==> src/rtl/scirq_defs.svh <==
`ifndef SCIRQ_DEFS_SVH
`define SCIRQ_DEFS_SVH

`define SCIRQ_NUM_CTL 2
`define SCIRQ_SRC_W 15
`define SCIRQ_SEL_W 3

`define SCIRQ_PEND1_ADDR 32'h4000A840
`define SCIRQ_PEND2_ADDR 32'h4000A844
`define SCIRQ_EN1_ADDR 32'h4000A848
`define SCIRQ_EN2_ADDR 32'h4000A84C
`define SCIRQ_MODE1_ADDR 32'h4000A854
`define SCIRQ_MODE2_ADDR 32'h4000A858

`define SCIRQ_EN_RST 15'h0000
`define SCIRQ_MODE_RST 3'h0

`define SCIRQ_BIT_RXVAL 0
`define SCIRQ_BIT_TXFREE 1
`define SCIRQ_BIT_TXIDLE 2

`define SCIRQ_RESP_OKAY 2'h0
`define SCIRQ_RESP_SLVERR 2'h2

`endif

==> src/rtl/scirq_pkg.sv <==
package scirq_pkg;

  typedef enum logic [1:0] {
    RK_PEND = 2'b00,
    RK_EN = 2'b01,
    RK_MODE = 2'b10
  } scirq_kind_t;

  typedef struct packed {
    logic hit;
    logic ctl;
    scirq_kind_t kind;
  } scirq_sel_t;

  // Source vector, bit order matches the enable and pending registers
  typedef struct packed {
    logic uart_parity_err_src;
    logic uart_framing_err_src;
    logic tx_dma_b_unloaded_src;
    logic tx_dma_a_unloaded_src;
    logic rx_dma_b_unloaded_src;
    logic rx_dma_a_unloaded_src;
    logic twowire_noack_src;
    logic twowire_cmd_done_src;
    logic twowire_tx_done_src;
    logic twowire_rx_done_src;
    logic tx_underrun_src;
    logic rx_overrun_src;
    logic tx_drained_src;
    logic tx_space_src;
    logic rx_has_data_src;
  } scirq_src_t;

  typedef struct packed {
    logic [2:0] prev;
    logic [14:0] irq_enable_reg;
    logic [2:0] irq_trigger_mode_reg;
    logic [14:0] irq_pending_reg;
  } scirq_ctl_t;

endpackage

==> src/rtl/scirq_top.sv <==
`timescale 1ns/1ps
`include "scirq_defs.svh"

// Functional notes
// [RL1] Enable bit 0 lets the receive-data pending flag raise the request.
// [RL2] Enable bit 1 gates the transmit-space pending flag.
// [RL3] Enable bit 2 gates the transmitter-drained pending flag.
// [RL4] Enable bit 3 gates the receive-overrun pending flag.
// [RL5] Enable bit 4 gates the transmit-underrun pending flag.
// [RL6] Enable bits 5 to 8 gate the four two-wire bus events.
// [RL7] Enable bits 9 to 12 gate the four DMA buffer-unloaded events.
// [RL8] Enable bits 13 and 14 gate UART framing and parity errors.
// [RL9] Mode bit 2 picks edge (0) or level (1) for transmitter drained.
// [RL10] Mode bit 1 picks edge (0) or level (1) for transmit space.
// [RL11] Mode bit 0 picks edge (0) or level (1) for receive data.
// [RL12] Enable and mode registers of each controller reset to zero.
// [RL13] A pending register holds one flag per source at enable positions.
// [RL14] Software enables sources here and then the top-level line outside.
// [RL15] Edge mode sets on a 0-to-1 status change, level mode while high.
// [RL16] A controller request is the OR of all enabled pending flags.
module scirq_top
  import scirq_pkg::*;
#(
  parameter int N_CTL = `SCIRQ_NUM_CTL
) (
  input wire logic i_clk,
  input wire logic i_rstn,
  input wire logic i_ce,
  input wire scirq_src_t [N_CTL-1:0] i_src,
  input wire logic [31:0] i_awaddr,
  input wire logic i_awvalid,
  output logic o_awready,
  input wire logic [31:0] i_wdata,
  input wire logic [3:0] i_wstrb,
  input wire logic i_wvalid,
  output logic o_wready,
  output logic [1:0] o_bresp,
  output logic o_bvalid,
  input wire logic i_bready,
  input wire logic [31:0] i_araddr,
  input wire logic i_arvalid,
  output logic o_arready,
  output logic [31:0] o_rdata,
  output logic [1:0] o_rresp,
  output logic o_rvalid,
  input wire logic i_rready,
  output logic [N_CTL-1:0] o_irq_req,
  output logic o_irq
);

  if (N_CTL < 1 || N_CTL > 2) begin : g_bad_n_ctl
    $error("N_CTL must be 1 or 2");
  end

  if ($bits(scirq_src_t) != `SCIRQ_SRC_W) begin : g_bad_src_w
    $error("Source vector width disagrees with SCIRQ_SRC_W");
  end

  // The trigger-mode logic serves exactly three selectable sources
  if (`SCIRQ_SEL_W != 3) begin : g_bad_sel_w
    $error("SCIRQ_SEL_W must be 3");
  end

  typedef struct packed {
    scirq_ctl_t [N_CTL-1:0] ctl;
    logic [N_CTL-1:0] irq_req;
    logic irq;
    logic awready;
    logic wready;
    logic arready;
    logic have_aw;
    logic have_w;
    logic [31:0] awaddr;
    logic [31:0] wdata;
    logic [3:0] wstrb;
    logic bvalid;
    logic [1:0] bresp;
    logic rvalid;
    logic [1:0] rresp;
    logic [31:0] rdata;
  } scirq_state_t;

  scirq_state_t st_r;
  scirq_state_t st_nxt;

  logic aw_take;
  logic w_take;
  logic ar_take;
  logic wr_go;
  scirq_sel_t wsel;
  scirq_sel_t rsel;
  logic [14:0] src_lvl;
  logic [14:0] set_v;
  logic [14:0] clr_v;
  logic [14:0] rd_v;

  // Register decode, shared by the read and write paths
  function automatic scirq_sel_t dec_addr(input logic [31:0] a);
    scirq_sel_t s;
    s.hit = 1'b1;
    s.ctl = 1'b0;
    s.kind = RK_PEND;
    case (a)
      `SCIRQ_PEND1_ADDR: s.kind = RK_PEND;
      `SCIRQ_EN1_ADDR: s.kind = RK_EN;
      `SCIRQ_MODE1_ADDR: s.kind = RK_MODE;
      `SCIRQ_PEND2_ADDR: begin
        s.ctl = 1'b1;
        s.kind = RK_PEND;
      end
      `SCIRQ_EN2_ADDR: begin
        s.ctl = 1'b1;
        s.kind = RK_EN;
      end
      `SCIRQ_MODE2_ADDR: begin
        s.ctl = 1'b1;
        s.kind = RK_MODE;
      end
      default: s.hit = 1'b0;
    endcase
    // Second controller's addresses are holes when only one is built
    if (s.ctl && N_CTL < 2) begin
      s.hit = 1'b0;
    end
    return s;
  endfunction

  // Byte-lane merge of a 15-bit field held in the low two bytes
  function automatic logic [14:0] merge15(input logic [14:0] old,
                                          input logic [31:0] d,
                                          input logic [3:0] strb);
    logic [14:0] v;
    v = old;
    if (strb[0]) begin
      v[7:0] = d[7:0];
    end
    if (strb[1]) begin
      v[14:8] = d[14:8];
    end
    return v;
  endfunction

  // Selectable sources: edge mode needs the level of the previous edge
  function automatic logic [2:0] trig3(input logic [2:0] lvl,
                                       input logic [2:0] prv,
                                       input logic [2:0] mode);
    logic [2:0] t;
    t[0] = mode[0] ? lvl[0] : (lvl[0] & ~prv[0]); // RL11
    t[1] = mode[1] ? lvl[1] : (lvl[1] & ~prv[1]); // RL10
    t[2] = mode[2] ? lvl[2] : (lvl[2] & ~prv[2]); // RL9
    return t;
  endfunction

  // A new event in the clearing cycle survives the clear, so software
  // that reads and then services never loses an event
  function automatic logic [14:0] pend_upd(input logic [14:0] old,
                                           input logic [14:0] clr,
                                           input logic [14:0] set);
    return (old & ~clr) | set;
  endfunction

  // Enable gating per source; a masked source still keeps its flag
  function automatic logic [14:0] gate15(input logic [14:0] pend,
                                         input logic [14:0] en);
    logic [14:0] g;
    g = '0;
    g[0] = pend[0] & en[0]; // RL1
    g[1] = pend[1] & en[1]; // RL2
    g[2] = pend[2] & en[2]; // RL3
    g[3] = pend[3] & en[3]; // RL4
    g[4] = pend[4] & en[4]; // RL5
    g[8:5] = pend[8:5] & en[8:5]; // RL6
    g[12:9] = pend[12:9] & en[12:9]; // RL7
    g[13] = pend[13] & en[13]; // RL8
    g[14] = pend[14] & en[14]; // RL8
    return g;
  endfunction

  always_comb begin
    st_nxt = st_r;
    src_lvl = '0;
    set_v = '0;
    clr_v = '0;
    rd_v = '0;

    aw_take = i_awvalid & st_r.awready;
    w_take = i_wvalid & st_r.wready;
    ar_take = i_arvalid & st_r.arready;

    // Address and data are taken independently, in either order
    if (aw_take) begin
      st_nxt.have_aw = 1'b1;
      st_nxt.awaddr = i_awaddr;
    end
    if (w_take) begin
      st_nxt.have_w = 1'b1;
      st_nxt.wdata = i_wdata;
      st_nxt.wstrb = i_wstrb;
    end
    // A write lands only once both halves are in and no response waits
    wr_go = st_nxt.have_aw & st_nxt.have_w & ~st_r.bvalid;
    wsel = dec_addr(st_nxt.awaddr);
    rsel = dec_addr(i_araddr);

    // Each controller is independent; only the bus decode is shared
    for (int c = 0; c < N_CTL; c++) begin
      src_lvl = i_src[c];
      // Sources 3 and up are event strobes: set while high
      set_v = src_lvl; // RL15
      set_v[2:0] = trig3(src_lvl[2:0], st_r.ctl[c].prev,
                         st_r.ctl[c].irq_trigger_mode_reg); // RL15
      st_nxt.ctl[c].prev = src_lvl[2:0];

      clr_v = '0;
      if (wr_go && wsel.hit && wsel.ctl == 1'(c)) begin
        unique case (wsel.kind)
          RK_EN: begin
            st_nxt.ctl[c].irq_enable_reg = merge15(
              st_r.ctl[c].irq_enable_reg, st_nxt.wdata, st_nxt.wstrb);
          end
          RK_MODE: begin
            if (st_nxt.wstrb[0]) begin
              st_nxt.ctl[c].irq_trigger_mode_reg = st_nxt.wdata[2:0];
            end
          end
          RK_PEND: begin
            // Write one to clear, as an alternative to the read clear
            clr_v = merge15('0, st_nxt.wdata, st_nxt.wstrb);
          end
          default: begin
          end
        endcase
      end
      if (ar_take && rsel.hit && rsel.ctl == 1'(c)
          && rsel.kind == RK_PEND) begin
        clr_v = '1;
      end
      st_nxt.ctl[c].irq_pending_reg =
        pend_upd(st_r.ctl[c].irq_pending_reg, clr_v, set_v); // RL13

      st_nxt.irq_req[c] = |gate15(st_nxt.ctl[c].irq_pending_reg,
                                  st_nxt.ctl[c].irq_enable_reg); // RL16
    end
    st_nxt.irq = |st_nxt.irq_req;

    // Write response
    if (wr_go) begin
      st_nxt.have_aw = 1'b0;
      st_nxt.have_w = 1'b0;
      st_nxt.bvalid = 1'b1;
      st_nxt.bresp = wsel.hit ? `SCIRQ_RESP_OKAY : `SCIRQ_RESP_SLVERR;
    end else if (st_r.bvalid && i_bready) begin
      st_nxt.bvalid = 1'b0;
    end
    // Readies stay low while a response waits: one write open at a time
    st_nxt.awready = ~st_nxt.have_aw & ~st_nxt.bvalid;
    st_nxt.wready = ~st_nxt.have_w & ~st_nxt.bvalid;

    // Read returns the value before any read clear takes effect
    if (ar_take) begin
      unique case (rsel.kind)
        RK_EN: rd_v = st_r.ctl[rsel.ctl].irq_enable_reg;
        RK_MODE: rd_v = {12'h000, st_r.ctl[rsel.ctl].irq_trigger_mode_reg};
        RK_PEND: rd_v = st_r.ctl[rsel.ctl].irq_pending_reg;
        default: rd_v = '0;
      endcase
      if (!rsel.hit) begin
        rd_v = '0;
      end
      st_nxt.rdata = {17'h00000, rd_v};
      st_nxt.rresp = rsel.hit ? `SCIRQ_RESP_OKAY : `SCIRQ_RESP_SLVERR;
      st_nxt.rvalid = 1'b1;
    end else if (st_r.rvalid && i_rready) begin
      st_nxt.rvalid = 1'b0;
    end
    // The next read is refused until this read data is taken
    st_nxt.arready = ~st_nxt.rvalid;
  end

  // Everything resets to zero: registers masked and edge mode
  always_ff @(posedge i_clk) begin
    // Reset acts even while the clock enable is low
    if (!i_rstn) begin
      st_r <= '0; // RL12
    end else if (i_ce) begin
      st_r <= st_nxt;
    end
  end

  assign o_awready = st_r.awready;
  assign o_wready = st_r.wready;
  assign o_bresp = st_r.bresp;
  assign o_bvalid = st_r.bvalid;
  assign o_arready = st_r.arready;
  assign o_rdata = st_r.rdata;
  assign o_rresp = st_r.rresp;
  assign o_rvalid = st_r.rvalid;
  // One request line per controller, each straight from its flip-flop
  for (genvar gi = 0; gi < N_CTL; gi++) begin : g_req_out
    assign o_irq_req[gi] = st_r.irq_req[gi];
  end
  assign o_irq = st_r.irq;

endmodule // scirq_top
==> config.mk <==
export PLATFORM = sky130hd
export DESIGN_NAME = scirq_top
export DESIGN_NICKNAME = d
export VERILOG_FILES = /design/src/rtl/scirq_pkg.sv /design/src/rtl/scirq_top.sv
export VERILOG_INCLUDE_DIRS = /design/src /design/src/rtl
export SDC_FILE = /design/constraint.sdc
export NUM_CORES = 1
export LEC_CHECK = 0
export CAP_MARGIN = 25
export CORE_MARGIN = 2
export CORE_UTILIZATION = 50
export DETAILED_ROUTE_END_ITERATION = 10
export DONT_BUFFER_PORTS = 1
export MAX_ROUTING_LAYER = met4
export PLACE_DENSITY = 0.7
export SLEW_MARGIN = 15
export SYNTH_ARGS = -nofsm -noshare
export SYNTH_HDL_FRONTEND = slang
export SYNTH_SLANG_ARGS = --single-unit
==> constraint.sdc <==
create_clock -name i_clk -period 7.4 [get_ports i_clk]
set_input_delay 0 -clock i_clk [delete_from_list [all_inputs] [get_ports i_clk]]
set_output_delay 0 -clock i_clk [all_outputs]
set_load 0.02 [all_outputs]
# After elaboration in Yosys (flattened, before gate mapping)
# Cells that the tools add are included.
dict set report word_totals {
  wordCells 165
  out_inout_bits 44
  inputBits 138
  register_bits 152
}
dict set report classes {
  eq_ne 16
  mux 46
  bitwise 50
  reduce_logical 28
  order_cmp 1
}
# cell n
set ops {}
lappend ops {{$eq A32 B31 Y1 const B} 12}
lappend ops {{$mux W15} 8}
lappend ops {{$mux W33} 2}
lappend ops {{$pmux W15 S3} 1}
lappend ops {{$mux W18} 2}
lappend ops {{$mux W32} 1}
lappend ops {{$and A15 B15 Y15} 2}
lappend ops {{$not A15 Y15} 2}
lappend ops {{$or A15 B15 Y15} 2}
lappend ops {{$reduce_or A15 Y1} 2}
lappend ops {{$reduce_or A30 Y1} 1}
lappend ops {{$and A1 B1 Y1} 27}
lappend ops {{$mux W8} 3}
lappend ops {{$mux W7} 3}
lappend ops {{$mux W19} 1}
lappend ops {{$and A4 B4 Y4} 4}
lappend ops {{$mux W1} 16}
lappend ops {{$not A1 Y1} 13}
lappend ops {{$mux W3} 4}
lappend ops {{$reduce_or A6 Y1} 2}
lappend ops {{$logic_and A1 B1 Y1} 10}
lappend ops {{$pmux W2 S2} 2}
lappend ops {{$reduce_and A4 Y1} 2}
lappend ops {{$reduce_or A2 Y1} 4}
lappend ops {{other kinds (7)} 15}

# Logic depth before layout (Yosys ltp)
# Gate-level depths: netlist of run 1.
dict set report depth {
  depth_word 14
  ltp_mapped 12
  ltp_nobuf 9
}

# Worst setup path before layout of run 1
# Ideal clock, no wire load.
dict set report synth_timing {
  kind {register to register}
  from {register st_r, in the netlist o_awready}
  to {register st_r, in the netlist o_irq}
  synth_period_minus_slack_ps 2922
  path_buffers 0
  setup_time_ps 137
  t_required_ps 7263
  slack_ps 4478
  stages_incl_launch_ff 10
  arrival_time_ps 2785
  cell_sequence {dfxtp_1 -> nand2_1 -> or3_1 -> a222oi_1 -> nor4b_4 -> mux2i_1 -> o22ai_1 -> nor4_1 -> and3_1 -> a31oi_1}
}
dict set report synth_between {
  elab_chain_len 14
  word_cells_on_any_way 58
  classes_between {eq/ne: 7; mux: 14; bitwise: 28; reduce/logical: 9}
}
# element line
set synth_lines {}
lappend synth_lines {{start: declaration} scirq_top.sv:83} ;# scirq_state_t st_r;
lappend synth_lines {{start signal: assignment} scirq_top.sv:286} ;# st_r <= st_nxt;
lappend synth_lines {{$and A1 B1 Y1 *} scirq_top.sv:186} ;# aw_take = i_awvalid & st_r.awready;
lappend synth_lines {{$mux W32} scirq_top.sv:191} ;# if (aw_take) begin
lappend synth_lines {{$eq A32 B31 Y1} scirq_top.sv:103} ;# case (a)
lappend synth_lines {{$reduce_or A2 Y1 (no source line), or another cell as far along} -}
lappend synth_lines {{$pmux W2 S2 or $mux W1 (tied branches)} scirq_top.sv:103}
lappend synth_lines {{$logic_not A2 Y1, or another cell as far along} scirq_top.sv:216} ;# unique case (wsel.kind)
lappend synth_lines {{$mux W15 or $logic_and A1 B1 Y1 (tied branches)} {scirq_top.sv:216, scirq_top.sv:215}}
lappend synth_lines {{$mux W15} scirq_top.sv:215} ;# if (wr_go && wsel.hit && wsel.ctl == 1'(c)) begin
lappend synth_lines {{$mux W15} scirq_top.sv:234} ;# if (ar_take && rsel.hit && rsel.ctl == 1'(c)
lappend synth_lines {{$not A15 Y15} scirq_top.sv:159} ;# return (old & ~clr) | set;
lappend synth_lines {{$and A15 B15 Y15} scirq_top.sv:159}
lappend synth_lines {{$or A15 B15 Y15} scirq_top.sv:159}
lappend synth_lines {{$and A1 B1 Y1, or another cell as far along} scirq_top.sv:167} ;# g[0] = pend[0] & en[0];
lappend synth_lines {{$reduce_or A30 Y1 *} scirq_top.sv:244} ;# st_nxt.irq = |st_nxt.irq_req;
# Every way passes the cells marked *; elsewhere a longest branch is shown, timed or not.
# A chain may end at the register's enable or synchronous reset.

# Worst setup path after layout of run 1
dict set report layout_timing {
  from {register st_r, in the netlist o_awready}
  to {register st_r, in the netlist o_irq_req[0]}
}
dict set report layout_between {
  elab_chain_len 14
  word_cells_on_any_way 41
  classes_between {eq/ne: 7; mux: 10; bitwise: 16; reduce/logical: 8}
}
# element line
set layout_lines {}
lappend layout_lines {{$and A1 B1 Y1 *} scirq_top.sv:186}
lappend layout_lines {{$mux W32} scirq_top.sv:191}
lappend layout_lines {{$eq A32 B31 Y1} scirq_top.sv:103}
lappend layout_lines {{$reduce_or A2 Y1 (no source line), or another cell as far along} -}
lappend layout_lines {{$pmux W2 S2 or $mux W1 (tied branches)} scirq_top.sv:103}
lappend layout_lines {{$logic_not A2 Y1, or another cell as far along} scirq_top.sv:216}
lappend layout_lines {{$mux W15 or $logic_and A1 B1 Y1 (tied branches)} {scirq_top.sv:216, scirq_top.sv:215}}
lappend layout_lines {{$mux W15} scirq_top.sv:215}
lappend layout_lines {{$mux W15} scirq_top.sv:234}
lappend layout_lines {{$not A15 Y15} scirq_top.sv:159}
lappend layout_lines {{$and A15 B15 Y15} scirq_top.sv:159}
lappend layout_lines {{$or A15 B15 Y15} scirq_top.sv:159}
lappend layout_lines {{$and A1 B1 Y1, or another cell as far along} scirq_top.sv:167}
lappend layout_lines {{$reduce_or A15 Y1 *} scirq_top.sv:241} ;# st_nxt.irq_req[c] = |gate15(st_nxt.ctl[c].irq_pending_reg,
# Marks and branches as above.

==> results of run 1 <==
-- report_power, final --
| group | leakage [nW] | internal [mW] | switching [mW] |
|---|---|---|---|
| Clock | 0.270 | 0.471 | 0.377 |
| Combinational | 1.84 | 0.0809 | 0.104 |
| Sequential | 1.20 | 0.820 | 0.0225 |
| Total | 3.31 | 1.37 | 0.503 |
-- worst max-delay path, delay by kind of cell (launching register included) --
family / cells / cell delay, ps
buffers and inverters: 5 / 2420
AOI/OAI and AO/OA: 4 / 710
and+or+nand+nor: 5 / 1540
DFF: 1 / 510
-- layout by cell type (no fill, tap or decap), types with 4 or more instances in the layout --
| cell | instances |
|---|---|
| nor3b_1 | 5 |
| nor2b_1 | 4 |
| conb_1 | 19 |
| o221ai_1 | 4 |
| mux2i_1 | 79 |
| a222oi_1 | 7 |
| inv_6 | 7 |
| and2_1 | 8 |
| nand3b_1 | 4 |
| o211ai_1 | 5 |
| nand2b_1 | 6 |
| dlygate4sd3_1 | 91 |
| a22oi_1 | 40 |
| a211oi_1 | 18 |
| nor4_1 | 16 |
| a21oi_1 | 76 |
| nor2_1 | 91 |
| buf_4 | 10 |
| nand2_1 | 169 |
| dfxtp_1 | 148 |
| o21ai_0 | 28 |
| clkbuf_16 | 17 |
| nand4_1 | 30 |
| a31oi_1 | 26 |
| o211a_1 | 4 |
| nor3_1 | 9 |
| inv_1 | 10 |
| mux2_2 | 14 |
| o22ai_1 | 24 |
| and3_1 | 9 |
| nand3_1 | 29 |
-- per-stage QoR --
stage          power, mW   util  hold WS (ps)
5_1_grt             1.93  0.597          26.8
4_1_cts             1.88  0.593          1.68
6_report            1.87  0.597          19.4
3_5_place_dp       0.986  0.499           103
3_3_place_gp       0.984  0.498           100
2_1_floorplan      0.974      -           128
-- cell families (layout without fill, tap and decap cells) --
family | after synthesis | after routing | share of synthesized area
flops | 148 | 148 | 0.368
xor+xnor | 5 | 5 | 0.00544
mux | 93 | 93 | 0.118
buf+inv | 123 | 147 | 0.0784
other cells | 1 | 20 | 0.000466
compound gates | 250 | 250 | 0.198
simple gates | 400 | 400 | 0.231
-- worst min-delay path by stage --
stage | startpoint | to | slack (ps) | cells after the start
3_3_place_gp | i_ce | st_r[106] | 100 | 1
6_report | i_wdata[14] | st_r[182] | 20 | 3
2_1_floorplan | i_rstn | st_r[133] | 130 | 1
3_5_place_dp | i_ce | st_r[106] | 100 | 1
4_1_cts | i_araddr[4] | o_rresp[1] | 2 | 2
5_1_grt | i_src[10] | o_irq | 30 | 4
-- layer usage --
layer | up-vias | GRT usage | part of all wire
met5 | - | - | 0
met4 | 0 | 0.118 | 0.034
met3 | 72 | 0.0806 | 0.080
met2 | 396 | 0.469 | 0.48
met1 | 3670 | 0.351 | 0.41
li1 | 3712 | - | -
-- cell type report --
type                    instances  area (um2)  share of cell area
clock inverters                14         143              0.0151
diodes                          1        2.50            0.000265
clock buffers                  17         425              0.0450
well taps                     216         270              0.0286
repair buffers                105        1040               0.111
flip-flops and latches        148        2960               0.314
inverters                      11        43.8             0.00464
multi-input cells             767        4550               0.482
-- what timing repair did --
| action | CTS | global route |
|---|---|---|
| endpoints found under the hold margin | 132 | 21 |
| endpoints found under the setup margin | 0 | 0 |
| hold buffers | 90 | 2 |
==> results by group, run 1 <==
Status
  – Outcome: finished, final reports clean

Synth
  – Post-synth EDFFs: 0
  – Cell count after synthesis: 1020
  – Synth top area share: 0.368
  – Cell taking the most area after synthesis: dfxtp_1
  – Synthesized flop and latch total: 148
  – Async SR Flop Fraction: 0
  – Largest cells by area after synthesis: dfxtp_1 (37%), mux2i_1 (9.8%), nand2_1 (7.9%), a21oi_1 (4.8%), nor2_1 (4.3%)
  – Yosys warning count: 0
  – Post-synthesis sequential area ratio: 0.368
  – Mapped cell area: 0.00805 mm2
  – Most frequent cell after synthesis: nand2_1
  – Synth unique cells: 54
  – Post-synth top flop: dfxtp_1
  – Leading cell types by count after synthesis: nand2_1 (169), dfxtp_1 (148), nor2_1 (92)
  – Synthesized area per cell: 7.89 um2

Timing
  – Max Fclk: 188 MHz
  – Worst slew margin: 0.304
  – Final Hold Fails: 0
  – Max Slew Vio Count: 0
  – Final WS setup: 2090 ps
  – Period Utilization, post-route: 0.717
  – Skew final: 15.1 ps
  – RSZ-0062 raised after global routing: no
  – Setup TNS Final: 0 ps
  – Tmin final: 5310 ps
  – Tightest Pin Transition: 1040 ps
  – Setup violations, final: 0

Route
  – TritonRoute pass-1 iters: 9
  – Routed wire length: 24600 um
  – Vias: 7850
  – Iteration-0 DRC count of the detailed router: 927
  – DRC viols: 0
  – Detailed-route vias per instance: 6.14
  – Post-route ant nets: 0
  – WL per Instance: 19.2 um

Cells and area
  – Layout cells sized above 1: 0.0650
  – Fill count: 1424
  – Final Non-Filler Cells: 1279
  – Final nets: 1188
  – Final std cell area, no fill: 0.00944 mm2
  – Syn-to-layout area delta: 17.4%
  – Most flop-heavy register: st_r
  – Max FFs per register: 123

Critical path
  – Worst endpoint required time: 7720 ps
  – Flop-to-flop setup slack: 2090 ps
  – Critical Path Source: o_awready
  – Slowest cell delay on critical path: 670 ps
  – CP endpoint kind: flop
  – Worst R2R Path Depth: 14
  – Critical-path maximum fanout: 27
  – CP cell instances: and2_1 -> nand4_1 -> a222oi_1 -> buf_4 -> and3_1 -> buf_4 -> nand4_1 -> a21oi_1 -> o22ai_1 -> dlygate4sd3_1 -> nor4_1 -> dlygate4sd3_1 -> a21oi_1 -> dlygate4sd3_1
  – Reg-to-reg startpoint: o_awready
  – Worst Path Arrival: 5630 ps
  – Startpoint types: flop
  – Crit-path most repeated cell: dlygate4sd3_1
  – Reg2reg end: o_irq_req[0]
  – CP max stage cell: dlygate4sd3_1
  – Type of the worst setup path: reg -> reg
  – CP Capture Point: o_irq_req[0]

Die
  – Core area: 0.0158 mm2
  – Number of I/O pins: 182
  – Starting density of the core: 0.508
  – Die X: 131 um
  – Die Height: 131 um
  – Row cnt: 46
  – Die area: 0.0171 mm2

Global routing
  – Gr usage total: 0.293
  – Initial antenna violation count: 1
  – Vias in the first global route: 7290
  – First-pass GRT wire length: 37500 um
  – Pin count of the biggest net entering global routing: 88
  – Grt ovf: 0

Clock network
  – Setup bufs post-CTS: 0
  – Total CTS buffers: 17
  – CTS tree: done
  – Root Driver: clkbuf_16
  – CTS resizes: 0
  – Clk buf depth: 2
  – CTS Sinks: 148
  – CTS clk-pin slew, worst paths: 70 ps
  – Clock H-tree levels: 4
  – Clk Latency, worst-skew pair: 440 ps

Place
  – Pre-CTS setup slack: 3380 ps
  – GP Congestion: 0.943
  – Placed cell area: 0.00790 mm2
  – Port Buf Inserts: 0
  – DP Cell Count: 1152
  – Dpl hpwl: 15900 um

Pwr
  – Pwr per Cell Area: 198 mW/mm2
  – Leak Pwr: 3.31 nW
  – Worst-case vdd ir drop: 0.175 mV

Min path
  – Hold WC Path Type: in -> reg

Job
  – Max-cap violations: 0
Note: power is estimated with default switching activity, not from simulation.
==> inputs of run 2 (changes only) <==
- clock period: 7.4 -> 5.01 ns (I/O delays scaled with it)
==> run 2 against run 1 <==
Clock-buffer cell count up 1. Wire length increased by 0.96%. Final area up 0.81%. Critical path type unchanged. Sequential share of layout area down 0.25 points.
==> results by group, run 2 (synthesized netlist as in run 1, its figures left out) <==
Critical path
  – Type of the worst setup path: reg -> reg
  – Startpoint types: flop
  – Worst endpoint required time: 5330 ps
  – Reg2reg end: o_irq
  – Worst R2R Path Depth: 13
  – Critical-path maximum fanout: 14
  – Reg-to-reg startpoint: o_awready
  – Flop-to-flop setup slack: 310 ps
  – Worst Path Arrival: 5010 ps
  – CP endpoint kind: flop

Cells and area
  – Commonest non-fill, non-tap cell in the layout: nand2_1
  – Syn-to-layout area delta: 18.3%
  – Layout cells sized above 1: 0.0711
  – Most flop-heavy register: st_r
  – Diodes inserted: 0
  – Reg area: 0.00296 mm2
  – Area of the multi-input gates: 0.00455 mm2
  – Max FFs per register: 123
  – Fill count: 1461
  – Most frequent cells in the layout: nand2_1 (168), dfxtp_1 (148), nor2_1 (91), dlygate4sd3_1 (91), mux2i_1 (79)
  – Final std cell area, no fill: 0.00952 mm2
  – Final nets: 1194

Route
  – Iteration-0 DRC count of the detailed router: 855
  – WL per Instance: 19.3 um
  – Post-route ant nets: 0
  – Vias: 7798
  – Detailed-route vias per instance: 6.07
  – TritonRoute pass-1 iters: 6
  – Routed wire length: 24800 um
  – DRC viols: 0

Clock network
  – Clock H-tree levels: 4
  – Total CTS buffers: 17
  – Clk buf depth: 2
  – Root Driver: clkbuf_16
  – CTS clk-pin slew, worst paths: 70 ps
  – CTS tree: done
  – CTS Sinks: 148
  – Clk Latency, worst-skew pair: 440 ps

Timing
  – Tightest Pin Transition: 1100 ps
  – Max Fclk: 213 MHz
  – Max Slew Vio Count: 0
  – Skew final: 14.6 ps
  – Final WS setup: 313 ps
  – Fin Hold WS: 11.1 ps
  – RSZ-0062 raised after global routing: no
  – Worst slew margin: 0.267
  – Period Utilization, post-route: 0.938
  – Tmin final: 4700 ps
  – Setup TNS Final: 0 ps
  – Setup violations, final: 0
  – Final Hold Fails: 0

Place
  – GP Congestion: 0.978
  – Dpl hpwl: 16400 um
  – Port Buf Inserts: 0
  – Pre-CTS setup slack: 1060 ps
  – Placed cell area: 0.00796 mm2

Die
  – Core area: 0.0158 mm2
  – Die X: 131 um
  – Starting density of the core: 0.508
  – Die Height: 131 um
  – Die area: 0.0171 mm2
  – Row cnt: 46
  – Number of I/O pins: 182

Status
  – Outcome: finished, final reports clean

Pwr
  – P_sw: 0.769 mW
  – Total power: 2.81 mW
  – Internal: 2.04 mW
  – Comb power frac: 0.096
  – Worst-case vdd ir drop: 0.249 mV
  – Clock network fraction of total power: 0.461
  – Seq pwr share: 0.443
  – Sw Ratio: 0.274
  – Leak Pwr: 3.36 nW
  – Pwr per Cell Area: 295 mW/mm2

Global routing
  – Gr usage total: 0.299
  – Initial antenna violation count: 0
  – GRT busiest layer: met2
  – Met3 usage: 0.0692
  – First-pass GRT wire length: 38300 um
  – Pin count of the biggest net entering global routing: 88
  – Vias in the first global route: 7483
  – Met2 Track Usage GR: 0.494
  – Met1 Use GR: 0.354
  – Grt ovf: 0

Job
  – Max-cap violations: 0

Min path
  – Hold EP: st_r[176]
  – Hold depth: 3
  – Hold WC Path Type: in -> reg
  – Worst hold start: i_wdata[8]
-- run 2: critical path, cell delays in order (launching register included) --
cell	delay [ps]
dfxtp_1	520
nand2_2	260
or3_1	380
a222oi_1	220
buf_4	190
buf_4	210
and2_1	320
nand3_1	340
o221ai_1	330
o22ai_1	160
nor4_1	320
dlygate4sd3_1	640
a31oi_1	90
dlygate4sd3_1	580
-- run 2: repair_timing --
item | in CTS | in global routing
endpoints found under the setup margin | 0 | 1
hold buffers | 90 | 2
gates resized for setup | 0 | 2
endpoints found under the hold margin | 119 | 7
setup buffers | 0 | 1
-- run 2: worst max-delay path by stage --
| stage | from | end | depth (start not counted) |
|---|---|---|---|
| detailed placement | o_awready | o_irq | 10 |
| global route | o_awready | o_irq | 13 |
| CTS | o_awready | o_irq | 12 |
| global placement | o_awready | o_irq | 10 |
| finish | o_awready | o_irq | 13 |
| floorplan | o_awready | o_irq | 9 |
-- run 2: metal layers --
| metal | share of wire | wire length, um | vias to the layer above |
|---|---|---|---|
| li1 | - | - | 3718 |
| met1 | 0.40 | 10000 | 3662 |
| met2 | 0.49 | 12200 | 366 |
| met3 | 0.079 | 1950 | 52 |
| met4 | 0.028 | 684 | 0 |
| met5 | 0 | 0 | - |
-- run 2: cell type report --
type | count | share of cell area
well taps | 216 | 0.0284
repair buffers | 111 | 0.116
clock buffers | 18 | 0.0451
inverters | 11 | 0.00460
multi-input cells | 767 | 0.478
clock inverters | 14 | 0.0167
flip-flops and latches | 148 | 0.311
-- run 2: power by group through the flow --
stage	logic [mW]	clock network (mW)	registers, mW
finish	0.270	1.30	1.24
global route	0.295	1.35	1.25
CTS	0.264	1.31	1.24
detailed placement	0.189	0	1.27
global placement	0.186	0	1.27
floorplan	0.182	0	1.26
-- run 2: stage by stage --
stage / cells / util
6_report: 1285 / 0.602
5_1_grt: 1285 / 0.602
4_1_cts: 1280 / 0.598
3_5_place_dp: 1158 / 0.503
3_3_place_gp: 1157 / 0.501
2_1_floorplan: 1038 / -
==> inputs of run 3 (changes only) <==
--- a/config.mk
+++ b/config.mk
@@ -9,4 +9,6 @@
 export CAP_MARGIN = 25
+export CELL_PAD_IN_SITES_DETAIL_PLACEMENT = 0
+export CELL_PAD_IN_SITES_GLOBAL_PLACEMENT = 1
 export CORE_MARGIN = 2
-export CORE_UTILIZATION = 50
+export CORE_UTILIZATION = 47
 export DETAILED_ROUTE_END_ITERATION = 10
@@ -14,3 +16,3 @@
 export MAX_ROUTING_LAYER = met4
-export PLACE_DENSITY = 0.7
+export PLACE_DENSITY = 0.86
 export SLEW_MARGIN = 15
--- a/constraint.sdc
+++ b/constraint.sdc
@@ -3,2 +3,2 @@
 set_output_delay 0 -clock i_clk [all_outputs]
-set_load 0.02 [all_outputs]
+set_load 0.01 [all_outputs]
==> run 3 against run 2 <==
Largest cell class unchanged. Setup slack better by 220 ps. Flip-flop and latch count is the same. Wire length is 0.48% higher. Critical path depth fell by 1. Fmax up 4.9%. Sequential power barely moved. Clock power about the same. Sequential share of layout area up 0.086 points. First-iteration DRC count fell by 18%. Critical endpoint is now o_irq_req[0]. Largest power group unchanged.
==> results by group, run 3 (synthesized netlist as in run 1, its figures left out) <==
Cells and area
  – Final nets: 1191
  – Commonest non-fill, non-tap cell in the layout: nand2_1
  – Fill count: 1579
  – Area of the multi-input gates: 0.00455 mm2
  – Reg area: 0.00296 mm2
  – Most flop-heavy register: st_r
  – Diodes inserted: 0
  – Max FFs per register: 123
  – Layout cells sized above 1: 0.0704
  – Most frequent cells in the layout: nand2_1 (169), dfxtp_1 (148), nor2_1 (91)
  – Syn-to-layout area delta: 18.0%

Route
  – TritonRoute pass-1 iters: 5
  – Post-route ant nets: 0
  – Detailed-route vias per instance: 5.99
  – Routed wire length: 24900 um
  – Vias: 7701
  – Iteration-0 DRC count of the detailed router: 700
  – DRC viols: 0
  – WL per Instance: 19.4 um

Clock network
  – CTS tree: done
  – Clk buf depth: 2
  – Clk Latency, worst-skew pair: 440 ps
  – Total CTS buffers: 17
  – Root Driver: clkbuf_16
  – Clock H-tree levels: 4
  – CTS Sinks: 148
  – CTS clk-pin slew, worst paths: 70 ps

Timing
  – Max Slew Vio Count: 0
  – Setup TNS Final: 0 ps
  – Final WS setup: 531 ps
  – Tightest Pin Transition: 959 ps
  – Max Fclk: 223 MHz
  – Setup violations, final: 0
  – Skew final: 10.2 ps
  – Final Hold Fails: 0
  – RSZ-0062 raised after global routing: no
  – Tmin final: 4480 ps
  – Worst slew margin: 0.356
  – Period Utilization, post-route: 0.894

Critical path
  – CP top delay family: simple AND/OR/NAND/NOR gates
  – Worst path depth: 12
  – Type of the worst setup path: reg -> reg
  – CP endpoint kind: flop
  – Startpoint types: flop
  – Worst Path Arrival: 4860 ps
  – CP max stage cell: dlygate4sd3_1
  – Slowest cell delay on critical path: 590 ps
  – Worst endpoint required time: 5390 ps
  – Crit-path most repeated cell: dlygate4sd3_1
  – Buf/Inv on CP: 3
  – CP cell instances: nand2_1 -> or3_1 -> a222oi_1 -> and3_2 -> buf_4 -> and2_0 -> o221ai_1 -> o22ai_1 -> dlygate4sd3_1 -> nor4_1 -> dlygate4sd3_1 -> a21oi_1
  – Critical-path maximum fanout: 19
  – Worst R2R Path Depth: 12

Global routing
  – Grt ovf: 0
  – Initial antenna violation count: 0
  – Pin count of the biggest net entering global routing: 91
  – Vias in the first global route: 7195
  – First-pass GRT wire length: 38300 um
  – Gr usage total: 0.280

Pwr
  – Leak Pwr: 3.34 nW
  – Worst-case vdd ir drop: 0.250 mV
  – Total power: 2.79 mW
  – Pwr per Cell Area: 294 mW/mm2

Die
  – Die X: 135 um
  – Row cnt: 47
  – Die area: 0.0182 mm2
  – Die Height: 135 um
  – Core area: 0.0166 mm2
  – Number of I/O pins: 182
  – Starting density of the core: 0.483

Job
  – Max-cap violations: 0

Status
  – Outcome: finished, final reports clean

Place
  – Port Buf Inserts: 0
  – GP Congestion: 0.909
  – Pre-CTS setup slack: 948 ps
  – Dpl hpwl: 16600 um

Min path
  – Hold WC Path Type: in -> reg
  – Hold depth: 3
[run 3: cell count changes in the layout (fill, tap and decap cells not counted)]
cell           before  now
buf_4              17   15
inv_6               6    8
and2_0              1    2
and2_1              9    8
and3_1              9    8
and3_2              0    1
clkbuf_1            1    0
clkinv_4            0    1
clkinv_8            1    0
dlygate4sd3_1      91   90
inv_8               4    3
nand2_1           168  169
nand2_2             1    0
[run 3: what timing repair did]
item	CTS	global route
endpoints found under the setup margin	0	2
buffers inserted	0	1
gates resized for setup	0	1
hold buffers	90	1
hold endpoints to repair	119	3
[run 3: tightest hold or removal path, delay by kind of cell]
kind | cells | cell delay, ps
muxes | 1 | 200
AOI/OAI and AO/OA | 1 | 120
and+or+nand+nor | 1 | 90
[run 3: cell type report]
cell class,instances,share of cell area
flip-flops and latches,148,0.312
clock inverters,15,0.0166
clock buffers,17,0.0448
well taps,220,0.0290
inverters,11,0.00461
repair buffers,108,0.114
multi-input cells,767,0.479
[run 3: metal layers]
| metal | part of all wire | global-route usage | vias up |
|---|---|---|---|
| li1 | - | - | 3717 |
| met1 | 0.43 | 0.354 | 3662 |
| met2 | 0.47 | 0.435 | 278 |
| met3 | 0.077 | 0.0758 | 44 |
| met4 | 0.020 | 0.0912 | 0 |
| met5 | 0 | - | - |
[run 3: worst paths after layout]
| kind | startpoint | end | slack [ps] |
|---|---|---|---|
| worst max-delay path | o_awready | o_irq_req[0] | 530 |
| worst min-delay path | i_wdata[9] | st_r[177] | 10 |
| worst max register to register | o_awready | o_irq_req[0] | 530 |
| worst min register to register | st_r[53] | st_r[53] | 450 |
[run 3: where the power goes]
group / leakage (nW) / switching [mW] / total (mW) / internal [mW]
sequential: 1.20 / 0.0299 / 1.24 / 1.21
combinational: 1.86 / 0.144 / 0.263 / 0.119
clock: 0.282 / 0.582 / 1.29 / 0.706
total: 3.34 / 0.756 / 2.79 / 2.04
[run 3: through the flow]
step                cells  hold slack, ps   util  area [um2]
global route         1286            31.2  0.570        9490
detailed placement   1158             110  0.477        7940
floorplan            1038             128      -        8110
global placement     1157            99.5  0.475        7910
CTS                  1280            6.69  0.567        9440
finish               1286            13.2  0.570        9490
